File: src/verilog/eiec_pkg.sv
// Package: constants and carrier types for the external interrupt edge capture block
// Behaviour
// - Qualifying edge gives one-state-time request pulse
// - Edge request sets that source's pending bit
// - Request width meets minimum regardless of phase
// - Inputs registered on output clock rising edge
// - First input port0_bit7 or port2_bit2 by select, second port2_bit2, third nmi
// - Software may write pending bits directly
package eiec_pkg;
    // Source indices
    localparam int EIEC_NSRC = 3;
    localparam int EIEC_SRC_EXT = 0;
    localparam int EIEC_SRC_SECOND = 1;
    localparam int EIEC_SRC_NMI = 2;
    // State time as a count of core clocks; output clock rises at phase zero
    localparam int EIEC_STATE_CYC = 2;
    localparam logic [0:0] EIEC_PH_RISE = 1'h0;
    localparam logic [0:0] EIEC_PH_LAST = 1'h1;
    localparam logic [EIEC_NSRC-1:0] EIEC_PEND_RST = 3'h0;
    localparam logic EIEC_SEL_PORT0 = 1'h0;

    typedef struct packed {
        logic [EIEC_NSRC-1:0] wr;
        logic [EIEC_NSRC-1:0] wdata;
        logic [EIEC_NSRC-1:0] ack;
    } eiec_sw_t;
endpackage

File: src/verilog/eiec_edge_unit.sv
// One source: output-clock-rising-edge register and one-state-time rising edge pulse
`timescale 1ns/1ps
module eiec_edge_unit (
    // Clock and reset
    input wire logic mclk_in,
    input wire logic resetn_in,
    // Phase strobe
    input wire logic rise_en_in,
    // Synchronised source level
    input wire logic level_in,
    // Request pulse, one state time
    output logic req_out,
    output logic level_out
);
    import eiec_pkg::*;
    always_ff @(posedge mclk_in or negedge resetn_in) begin
        if (!resetn_in) begin
            level_out <= 1'h0;
        end else if (rise_en_in) begin
            // Sampling only at the rising phase keeps changes away from the falling edge
            level_out <= level_in;
        end
    end
    // Request held for a whole state time, so it is never shortened
    always_ff @(posedge mclk_in or negedge resetn_in) begin
        if (!resetn_in) begin
            req_out <= 1'h0;
        end else if (rise_en_in) begin
            req_out <= level_in & ~level_out;
        end
    end
endmodule

File: src/verilog/eiec_top.sv
// Top: external interrupt edge capture with pending bits and output clock
`timescale 1ns/1ps
module eiec_top (
    // Clock and reset
    input wire logic mclk_in,
    input wire logic resetn_in,
    // Pins
    input wire logic port0_bit7_in,
    input wire logic port2_bit2_in,
    input wire logic nmi_in,
    // Source select for the edge-triggered external interrupt
    input wire logic ext_sel_in,
    // Software access
    input wire eiec_pkg::eiec_sw_t sw_in,
    // Outputs
    output logic output_clock_out,
    output logic [eiec_pkg::EIEC_NSRC-1:0] pending_out,
    output logic [eiec_pkg::EIEC_NSRC-1:0] level_out,
    output logic [eiec_pkg::EIEC_NSRC-1:0] req_out
);
    import eiec_pkg::*;

    ////////////////////////////////////////////////////////////////////////
    logic [0:0] phase;
    logic rise_en;
    logic [EIEC_NSRC-1:0] raw;
    logic [EIEC_NSRC-1:0] sync1;
    logic [EIEC_NSRC-1:0] sync2;
    logic [EIEC_NSRC-1:0] req;
    logic [EIEC_NSRC-1:0] lvl;
    logic [EIEC_NSRC-1:0] next_pending;

    // Divider: output clock high in the first half of each state time
    always_ff @(posedge mclk_in or negedge resetn_in) begin
        if (!resetn_in) begin
            phase <= EIEC_PH_RISE;
            output_clock_out <= 1'h0;
        end else begin
            phase <= (phase == EIEC_PH_LAST) ? EIEC_PH_RISE : phase + 1'h1;
            output_clock_out <= (phase == EIEC_PH_LAST);
        end
    end
    assign rise_en = (phase == EIEC_PH_LAST);

    ////////////////////////////////////////////////////////////////////////
    // Source routing; the second input shares port2_bit2 with the alternative
    always_comb begin
        raw = '0;
        raw[EIEC_SRC_EXT] = (ext_sel_in == EIEC_SEL_PORT0) ? port0_bit7_in : port2_bit2_in;
        raw[EIEC_SRC_SECOND] = port2_bit2_in;
        raw[EIEC_SRC_NMI] = nmi_in;
    end

    // Pins are asynchronous: the routing mux feeds two flip-flops before the edge units read them
    always_ff @(posedge mclk_in or negedge resetn_in) begin
        if (!resetn_in) begin
            sync1 <= '0;
            sync2 <= '0;
        end else begin
            sync1 <= raw;
            sync2 <= sync1;
        end
    end

    ////////////////////////////////////////////////////////////////////////
    generate
        for (genvar i = 0; i < EIEC_NSRC; i++) begin : g_src
            eiec_edge_unit u_edge (
                .mclk_in(mclk_in),
                .resetn_in(resetn_in),
                .rise_en_in(rise_en),
                .level_in(sync2[i]),
                .req_out(req[i]),
                .level_out(lvl[i])
            );
        end
    endgenerate

    ////////////////////////////////////////////////////////////////////////
    // Pending: a request wins over a same-cycle clear or acknowledge
    always_comb begin
        next_pending = pending_out;
        next_pending = next_pending & ~sw_in.ack;
        for (int i = 0; i < EIEC_NSRC; i++) begin
            if (sw_in.wr[i]) begin
                next_pending[i] = sw_in.wdata[i];
            end
        end
        // Repeat edges while set pulse req again but just leave it set
        next_pending = next_pending | req;
    end

    always_ff @(posedge mclk_in or negedge resetn_in) begin
        if (!resetn_in) begin
            pending_out <= EIEC_PEND_RST;
        end else begin
            pending_out <= next_pending;
        end
    end

    // Levels let a recovery handler see a held-high input with no pending bit
    always_ff @(posedge mclk_in or negedge resetn_in) begin
        if (!resetn_in) begin
            level_out <= '0;
            req_out <= '0;
        end else begin
            level_out <= lvl;
            req_out <= req;
        end
    end
endmodule
File: config.mk
export PLATFORM = sky130hd
export DESIGN_NAME = eiec_top
export DESIGN_NICKNAME = d
export VERILOG_FILES = /design/src/verilog/eiec_pkg.sv /design/src/verilog/eiec_edge_unit.sv /design/src/verilog/eiec_top.sv
export SDC_FILE = /design/constraint.sdc
export NUM_CORES = 1
export LEC_CHECK = 0
export ABC_AREA = 1
export BUFFER_PORTS_ARGS = -buffer_cell sky130_fd_sc_hd__buf_4
export CORE_MARGIN = 2
export CORE_UTILIZATION = 46
export DETAILED_ROUTE_END_ITERATION = 12
export GPL_TIMING_DRIVEN = 0
export PLACE_DENSITY_LB_ADDON = 0.25
export SETUP_SLACK_MARGIN = 0.2
export SYNTH_ARGS = -nofsm -noshare
export SYNTH_HDL_FRONTEND = slang
export SYNTH_SLANG_ARGS = --single-unit
File: constraint.sdc
create_clock -name mclk_in -period 0.9 [get_ports mclk_in]
set_clock_uncertainty 0.1 [all_clocks]
set_input_delay 0.18 -clock mclk_in [delete_from_list [all_inputs] [get_ports mclk_in]]
set_output_delay 0.18 -clock mclk_in [all_outputs]
set_load 0.02 [all_outputs]
==> impl_metrics.json, run 1 <==
{
  "status": "complete, but fails checks",
  "violations": "hold timing, setup timing",
  "initial_core_util_pct": 48.8,
  "finalSetupViolations": 12,
  "cts.reportedPaths.clkPinSlew_ns": 0.11,
  "die_area_um2": 1910,
  "hold_violations": 5,
  "wire_per_inst_um": 10.8,
  "worstSetupPathDepth": 1,
  "grt_pass1_vias": 462,
  "antenna_found_initial": 0,
  "drt_iter0_drc": 3,
  "ys_seq_area_share_pct": 79.2,
  "cts_max_path_buffers": 2,
  "worst_path_max_delay_cell": "dfrtp_2",
  "pin_count": 25,
  "finalCritPeriodShare_pct": 125,
  "min_period_ns": 1.13,
  "viasPerCell": 4.50,
  "numCtsBuffers": 3,
  "fin_ws_ns": -0.229,
  "setup.worst_path.start_class": "register",
  "clk_latency_ns": 0.29,
  "slew_headroom_pct": 81.9,
  "die_w_um": 43.8,
  "crit_family": "flip-flops",
  "syn_inst": 57,
  "root_buffer": "clkbuf_4",
  "path_class": "register to output pin",
  "drc": 0,
  "p_seq_share_pct": 62.0,
  "netlist.area_leader.share_pct": 79.2,
  "die_h_um": 43.8,
  "synth_top_area_cell": "dfrtp_1",
  "hp-class": "primary input to register",
  "cp-end-kind": "output pin",
  "slowest_delay_ns": 0.42,
  "whs_ns": -0.116,
  "overflow": 0,
  "slew_violations": 0,
  "crit_start": "pending_out[1]",
  "core_um2": 1490,
  "grt_max_degree": 24,
  "rows": 14,
  "min_from": "nmi_in",
  "p_clk_share_pct": 23.9,
  "drive_above_1_share_pct": 55.4,
  "leakage_nw": 0.561,
  "cp.required_ns": 0.62,
  "synthTopCellsByArea": "dfrtp_1 79%, nand2_1 8.3%, inv_1 3.6%",
  "hold_depth": 1,
  "synth_warnings": 0,
  "avgSynthCellArea_um2": 12.8,
  "syn_nets": 72,
  "synth_area_um2": 727,
  "max_cap_violations": 0,
  "sw_frac_of_total_pct": 22.5,
  "cp_cell_sequence": "buf_6",
  "area_growth_pct": 49.4,
  "synth_cell_type_count": 8,
  "regToRegStartpoint": "pending_out[0]",
  "path_max_fanout": 2,
  "r2r_cells": 4,
  "antennaDiodeCount": 0,
  "r2r_slack_ns": -0.07,
  "powerDensity_nw_per_um2": 1680,
  "grt_pass1_wl_um": 1850,
  "synth_seq_cells": 23,
  "tightest_slew_ns": 0.271,
  "wirelength_um": 1170,
  "ctsHoldBuffers": 1,
  "dp_hpwl_um": 777,
  "grt.total_usage_pct": 14.2,
  "place_area_um2": 946,
  "port-buffer-count": 24,
  "fillers": 103,
  "drt_pass1_iterations": 4,
  "rsz0062_at_grt": "yes",
  "htree_levels": 1,
  "place_congestion": 0.640,
  "ant_nets": 0,
  "arrival_ns": 0.85,
  "critPathBufInv": 1,
  "fin_area_um2": 1090,
  "fin_nets": 108,
  "power.switching_mw": 0.411,
  "cts_sinks": 23,
  "ir_drop_v": 0.00125,
  "internal_power_mw": 1.41,
  "power_frac_comb_pct": 14.1,
  "cts_tree": "yes",
  "max_freq_ghz": 0.886,
  "vias": 486
}
## logic make-up (layout without fill, tap and decap cells)
family                 after synthesis  count (layout)  share of synthesized area (%)
flip-flops                          23              23                           79.2
buffers and inverters                8              43                           4.13
AND/OR/NAND/NOR                     19              19                           10.3
AO/OA/AOI/OAI                        7               7                           6.37
## cell usage after synthesis, drive strengths merged
library cell	count
nand3	3
inv	8
a21oi	3
o21ai	4
dfrtp	23
nand2	16
## through the flow
| stage | utilization [%] | setup WS, ns | cells | power [mW] | setup TNS, ns |
|---|---|---|---|---|---|
| finish | 72.9 | -0.229 | 108 | 1.83 | -2.17 |
| global route | 72.9 | -0.266 | 108 | 1.93 | -2.65 |
| CTS | 70.2 | -0.243 | 105 | 1.84 | -2.21 |
| detailed placement | 63.5 | 0.0574 | 97 | 1.35 | 0 |
| global placement | 63.5 | 0.0650 | 97 | 1.34 | 0 |
| floorplan | - | 0.121 | 57 | 1.22 | 0 |
## layer usage
layer / global-route usage, % / wire length, um / vias up
met4: 12.7 / 15 / 0
li1: - / - / 247
met5: 0 / 0 / -
met1: 17.3 / 454 / 219
met2: 21.2 / 600 / 18
met3: 2.92 / 97 / 2
## cells in the final DEF, fill, tap and decap left out
master,instances
o21ai_0,1
nand2_1,9
clkbuf_4,3
inv_4,1
nand2_2,7
buf_6,10
buf_4,20
dlygate4sd3_1,1
o21ai_2,3
dfrtp_2,4
nand3_2,3
clkbuf_1,1
a21oi_1,3
dfrtp_1,19
inv_1,7
## flip-flops by register name (all words and copies together) (netlist names)
| name | flops |
|---|---|
| output_clock_out | 1 |
| sync2 | 3 |
| level_out | 3 |
| g_src.u_edge.req_out | 3 |
| req_out | 3 |
| g_src.u_edge.level_out | 3 |
| pending_out | 3 |
| phase | 1 |
| sync1 | 3 |
## power groups by stage
stage	sequential, mW	combinational (mW)	clock (mW)
after global placement	1.14	0.196	0
after CTS	1.13	0.244	0.468
after floorplan	1.18	0.0405	0
final	1.13	0.257	0.436
after detailed placement	1.15	0.201	0
after global routing	1.14	0.282	0.507
## path summary, 6_finish.rpt
kind | to
setup / recovery | pending_out[1]
hold / removal | sync1[2]
setup reg to reg | pending_out[0]
hold reg to reg | sync2[2]
max in group asynchronous | phase
min in group asynchronous | req_out[2]
## timing repair
action,in CTS,in global routing
resized for setup,11,8
pin swaps,2,2
endpoints found under the setup margin,20,20
buffers inserted,3,3
endpoints found under the hold margin,29,4
## layout make-up
class / instances / area [um2] / share of cell area, %
clock buffers: 4 / 26.3 / 2.42
repair buffers: 31 / 273 / 25.1
inverters: 8 / 32.5 / 3.00
flip-flops and latches: 23 / 581 / 53.5
well taps: 16 / 20.0 / 1.84
multi-input cells: 26 / 154 / 14.2
Note: power is estimated with default switching activity, not from simulation.
==> run 2: changes to the inputs <==
--- a/config.mk
+++ b/config.mk
@@ -11,7 +11,7 @@
 export CORE_UTILIZATION = 46
 export DETAILED_ROUTE_END_ITERATION = 12
 export GPL_TIMING_DRIVEN = 0
-export PLACE_DENSITY_LB_ADDON = 0.25
+export PLACE_DENSITY = 0.71
 export SETUP_SLACK_MARGIN = 0.2
 export SYNTH_ARGS = -nofsm -noshare
 export SYNTH_HDL_FRONTEND = slang
==> run 2 against run 1 <==
Compared with the run above:
- the run still ends with hold timing, setup timing left
- sequential power is essentially flat
- sequential share of layout area rose by 1.1 points
- count of clock-buffer cells in the layout unchanged
- fmax fell by 0.91%
- global-route usage decreased by 0.73 points
- clock power up 3%
- combinational power is 5% lower
- first-iteration DRC count increased by 33%
- largest power group unchanged
==> impl_metrics.json, run 2 (synthesis results as in run 1) <==
{
  "crit_family": "flip-flops",
  "vias": 486,
  "area_growth_pct": 46.3,
  "grt_pass1_vias": 478,
  "fin_nets": 105,
  "dp.cells": 97,
  "finalCritPeriodShare_pct": 127,
  "place_congestion": 0.642,
  "place_area_um2": 946,
  "max_cap_violations": 0,
  "cts_sinks": 23,
  "grt_pass1_wl_um": 1840,
  "clk_latency_ns": 0.29,
  "tightest_slew_ns": 0.277,
  "port-buffer-count": 24,
  "wire_per_inst_um": 11.5,
  "cp.required_ns": 0.62,
  "min_period_ns": 1.14,
  "drt_pass1_iterations": 4,
  "die_h_um": 43.8,
  "final_cells": 105,
  "worst_path_max_delay_cell": "dfrtp_2",
  "ant_nets": 0,
  "root_buffer": "clkbuf_4",
  "cp-end-kind": "output pin",
  "layout_common_cells": "19 x dfrtp_1, 16 x buf_4, 12 x nand2_1",
  "hp-class": "primary input to register",
  "slew_violations": 0,
  "leakage_nw": 0.547,
  "wirelength_um": 1210,
  "slew_headroom_pct": 81.5,
  "grt_max_degree": 24,
  "antennaDiodeCount": 0,
  "mostFrequentLayoutCell": "dfrtp_1",
  "die_area_um2": 1910,
  "cts_tree": "yes",
  "fin_ws_ns": -0.240,
  "drt_iter0_drc": 4,
  "viasPerCell": 4.63,
  "finalSetupViolations": 10,
  "htree_levels": 1,
  "tns_ns": -2.04,
  "cts.reportedPaths.clkPinSlew_ns": 0.12,
  "slowest_delay_ns": 0.43,
  "overflow": 0,
  "dp_hpwl_um": 809,
  "numCtsBuffers": 3,
  "cts_max_path_buffers": 2,
  "ctsHoldBuffers": 1,
  "drc": 0,
  "initial_core_util_pct": 48.8,
  "ir_drop_v": 0.00116,
  "path_max_fanout": 2,
  "setup.worst_path.start_class": "register",
  "grt.total_usage_pct": 13.5,
  "whs_ns": -0.119,
  "antenna_found_initial": 0,
  "cp_cell_sequence": "buf_6",
  "drive_above_1_share_pct": 51.7,
  "path_class": "register to output pin",
  "critPathBufInv": 1,
  "pin_count": 25,
  "powerDensity_nw_per_um2": 1720,
  "rsz0062_at_grt": "yes",
  "max_freq_ghz": 0.878,
  "fin_area_um2": 1060,
  "arrival_ns": 0.86,
  "rows": 14,
  "core_um2": 1490,
  "violations": "hold timing, setup timing",
  "die_w_um": 43.8,
  "status": "complete, but fails checks",
  "hold_violations": 5
}
[run 2: metal layers]
layer  up-vias  part of all wire (%)  global-route usage, %  wire length [um]
li1        241                     -                      -                 -
met1       225                    39                   14.6               471
met2        18                    53                   24.1               641
met3         2                   6.9                   2.92                84
met4         0                   1.2                   7.27                14
met5         -                     0                      0                 0
[run 2: what timing repair did]
action,CTS,global route
gates resized for setup,12,6
setup buffers,3,0
hold endpoints to repair,28,5
pin swaps,1,1
setup endpoints to repair,20,21
[run 2: worst paths after layout]
check	from	end	slack, ns	cells past startpoint
setup / recovery	pending_out[2]	pending_out[2]	-0.24	1
hold / removal	nmi_in	sync1[2]	-0.12	1
setup reg to reg	pending_out[1]	pending_out[1]	0.05	3
hold reg to reg	sync1[0]	sync2[0]	0.26	0
max in group asynchronous	resetn_in	pending_out[0]	0.26	2
min in group asynchronous	resetn_in	g_src[2].u_edge.level_out	0.20	2
[run 2: stage by stage]
stage               util, %  total power, mW  setup slack, ns
floorplan                 -             1.22            0.121
global placement       63.5             1.34           0.0585
detailed placement     63.5             1.35           0.0444
CTS                    70.3             1.83           -0.241
global route           71.4             1.90           -0.267
finish                 71.4             1.83           -0.240
[run 2: area by class of cell]
class | instances | area [um2]
Clock buffer | 4 | 26.3
Fill cell | 117 | 425
Inverter | 8 | 32.5
Multi-Input combinational cell | 26 | 150
Sequential cell | 23 | 581
Tap cell | 16 | 20.0
Timing Repair Buffer | 28 | 254
[run 2: power by group]
group / internal [mW] / switching (mW) / total, mW
Combinational: 0.135 / 0.109 / 0.243
Clock: 0.172 / 0.276 / 0.448
Sequential: 1.10 / 0.0374 / 1.13
Total: 1.40 / 0.422 / 1.83
==> run 3: changes to the inputs <==
--- a/config.mk
+++ b/config.mk
@@ -5,13 +5,12 @@
 export SDC_FILE = /design/constraint.sdc
 export NUM_CORES = 1
 export LEC_CHECK = 0
-export ABC_AREA = 1
 export BUFFER_PORTS_ARGS = -buffer_cell sky130_fd_sc_hd__buf_4
 export CORE_MARGIN = 2
-export CORE_UTILIZATION = 46
+export CORE_UTILIZATION = 45
 export DETAILED_ROUTE_END_ITERATION = 12
 export GPL_TIMING_DRIVEN = 0
-export PLACE_DENSITY = 0.71
+export PLACE_DENSITY = 0.7
 export SETUP_SLACK_MARGIN = 0.2
 export SYNTH_ARGS = -nofsm -noshare
 export SYNTH_HDL_FRONTEND = slang
==> run 3 against run 2 <==
Compared with the run above:
- the run still ends with hold timing, setup timing left
- global-route usage increased by 0.35 points
- sequential share of layout area rose by 1.9 points
- largest cell class unchanged
- synthesized area fell by 3.6%
- highest routed layer unchanged
- sequential power is essentially flat
- cell count fell by 13%
- combinational power shrank 5%
- core utilization down 2.4 points
- non-clock buffer count decreased by 2
- hold slack got worse by 0.0077 ns
- clock power is 2% higher
==> impl_metrics.json, run 3 <==
{
  "status": "complete, but fails checks",
  "violations": "hold timing, setup timing",
  "crit_family": "flip-flops",
  "layout_common_cells": "19 x dfrtp_1, 15 x buf_4, 10 x buf_6",
  "cts.reportedPaths.clkPinSlew_ns": 0.12,
  "min_from": "nmi_in",
  "arrival_ns": 0.87,
  "grt.total_usage_pct": 13.8,
  "drive_above_1_share_pct": 57.3,
  "cp-end-kind": "output pin",
  "die_area_um2": 1890,
  "synth_seq_cells": 23,
  "hp-class": "primary input to register",
  "multi_input_area_um2": 148,
  "syn_nets": 60,
  "drt_iter0_drc": 2,
  "netlist.area_leader.share_pct": 82.1,
  "area_growth_pct": 46.8,
  "setup.worst_path.start_class": "register",
  "design_power_total_mw": 1.82,
  "powerDensity_nw_per_um2": 1770,
  "fin_nets": 91,
  "synth_top_area_cell": "dfrtp_1",
  "synthTopCellsByArea": "dfrtp_1 82%, o2bb2ai_1 3.8%, o21ai_0 3.6%",
  "die_h_um": 43.5,
  "place_area_um2": 908,
  "port-buffer-count": 24,
  "grt_pass1_wl_um": 1830,
  "min_period_ns": 1.15,
  "avgSynthCellArea_um2": 15.6,
  "finalCritPeriodShare_pct": 128,
  "hold_path_end": "sync1[2]",
  "die_w_um": 43.5,
  "path_class": "register to output pin",
  "synth_warnings": 0,
  "dp_hpwl_um": 710,
  "wire_per_inst_um": 12.6,
  "drt_pass1_iterations": 4,
  "pin_count": 25,
  "yosys-top-cells-count": "23 x dfrtp_1, 5 x o21ai_0, 4 x inv_1, 3 x nand2_1, 3 x o2bb2ai_1",
  "cts_max_path_buffers": 2,
  "antennaDiodeCount": 0,
  "fillers": 103,
  "vias": 453,
  "syn_inst": 45,
  "ys_seq_area_share_pct": 82.1,
  "rows": 14,
  "r2r_cells": 1,
  "root_buffer": "clkbuf_4",
  "numCtsBuffers": 3,
  "path_max_fanout": 2,
  "max_freq_ghz": 0.869,
  "hold_violations": 5,
  "clk_latency_ns": 0.30,
  "r2r_slack_ns": -0.03,
  "initial_core_util_pct": 47.1,
  "cts_tree": "yes",
  "drc": 0,
  "ys.flop_type": "dfrtp_1",
  "fin_area_um2": 1030,
  "max_cap_violations": 0,
  "cp.required_ns": 0.62,
  "ctsHoldBuffers": 1,
  "slew_violations": 0,
  "core_um2": 1490,
  "cts_sinks": 23,
  "finalSetupViolations": 11,
  "slew_headroom_pct": 81.5,
  "worstSetupPathDepth": 1,
  "fin_ws_ns": -0.251,
  "whs_ns": -0.127,
  "synth_edf_count": 0,
  "hold_depth": 1,
  "mostFrequentLayoutCell": "dfrtp_1",
  "tightest_slew_ns": 0.277,
  "regToRegStartpoint": "pending_out[2]",
  "worst_path_max_delay_cell": "dfrtp_2",
  "htree_levels": 1,
  "leakage_nw": 0.503,
  "synth_area_um2": 701,
  "yosysMostFrequentCell": "dfrtp_1",
  "viasPerCell": 4.98,
  "ant_nets": 0,
  "cp_cell_sequence": "buf_6",
  "slowest_delay_ns": 0.43,
  "wirelength_um": 1140,
  "grt_pass1_vias": 435,
  "async_flop_share_pct": 100,
  "grt_max_degree": 24,
  "r2r-end": "pending_out[2]",
  "crit_start": "pending_out[1]",
  "rsz0062_at_grt": "yes",
  "place_congestion": 0.648,
  "critPathBufInv": 1,
  "overflow": 0,
  "antenna_found_initial": 0,
  "regArea_um2": 581,
  "dp_slack_ns": 0.000675,
  "ir_drop_v": 0.00116,
  "synth_cell_type_count": 10,
  "final_util_pct": 69.1
}
[run 3: changes by cell type after synthesis]
cell | before | now
nand2_1 | 16 | 3
o21ai_0 | 1 | 5
inv_1 | 7 | 4
nand3_1 | 3 | 0
o21ai_2 | 3 | 0
o2bb2ai_1 | 0 | 3
nand2b_1 | 0 | 2
a21oi_1 | 3 | 2
a221o_1 | 0 | 1
inv_2 | 1 | 0
mux2_2 | 0 | 1
nor2_1 | 0 | 1
[run 3: report_power, final]
part	total [mW]	internal [mW]	switching [mW]
Clock	0.457	0.166	0.291
Combinational	0.231	0.130	0.101
Sequential	1.14	1.10	0.0389
[run 3: logic make-up (layout without fill, tap and decap cells)]
kind of cell / count (synthesis) / in the layout / share of synthesized area, %
simple gates: 6 / 6 / 3.93
compound gates: 11 / 11 / 10.2
flops: 23 / 23 / 82.1
mux: 1 / 1 / 1.61
buf+inv: 4 / 34 / 2.14
[run 3: timing repair]
item	CTS	global route
buffers inserted	0	1
resized for setup	15	5
endpoints found under the setup margin	21	21
pin swaps	3	3
endpoints found under the hold margin	28	5
[run 3: through the flow]
step	instances	TNS, ns
after global routing	91	-2.69
final	91	-2.19
after detailed placement	85	0
after floorplan	45	-0.0440
after CTS	90	-2.24
after global placement	85	-0.000458
[run 3: how the worst max path moves through the flow]
stage,to,slack [ns]
after detailed placement,g_src[1].u_edge.req_out,0.0007
after global routing,pending_out[1],-0.28
after floorplan,pending_out[2],-0.04
final,pending_out[1],-0.25
after global placement,g_src[1].u_edge.req_out,-0.0005
after CTS,pending_out[1],-0.24
[run 3: layer usage]
layer	vias to the layer above	wire length [um]	global-route usage [%]
met1	217	469	16.4
li1	212	-	-
met4	0	24	10.9
met3	4	70	2.50
met2	20	579	22.1
met5	-	0	0
[run 3: final cells by class]
class,instances,share of cell area [%]
Inverter,4,1.70
Sequential cell,23,56.4
Clock buffer,3,2.19
Clock inverter,1,0.487
Tap cell,16,1.95
Multi-Input combinational cell,18,14.4
Timing Repair Buffer,26,22.9
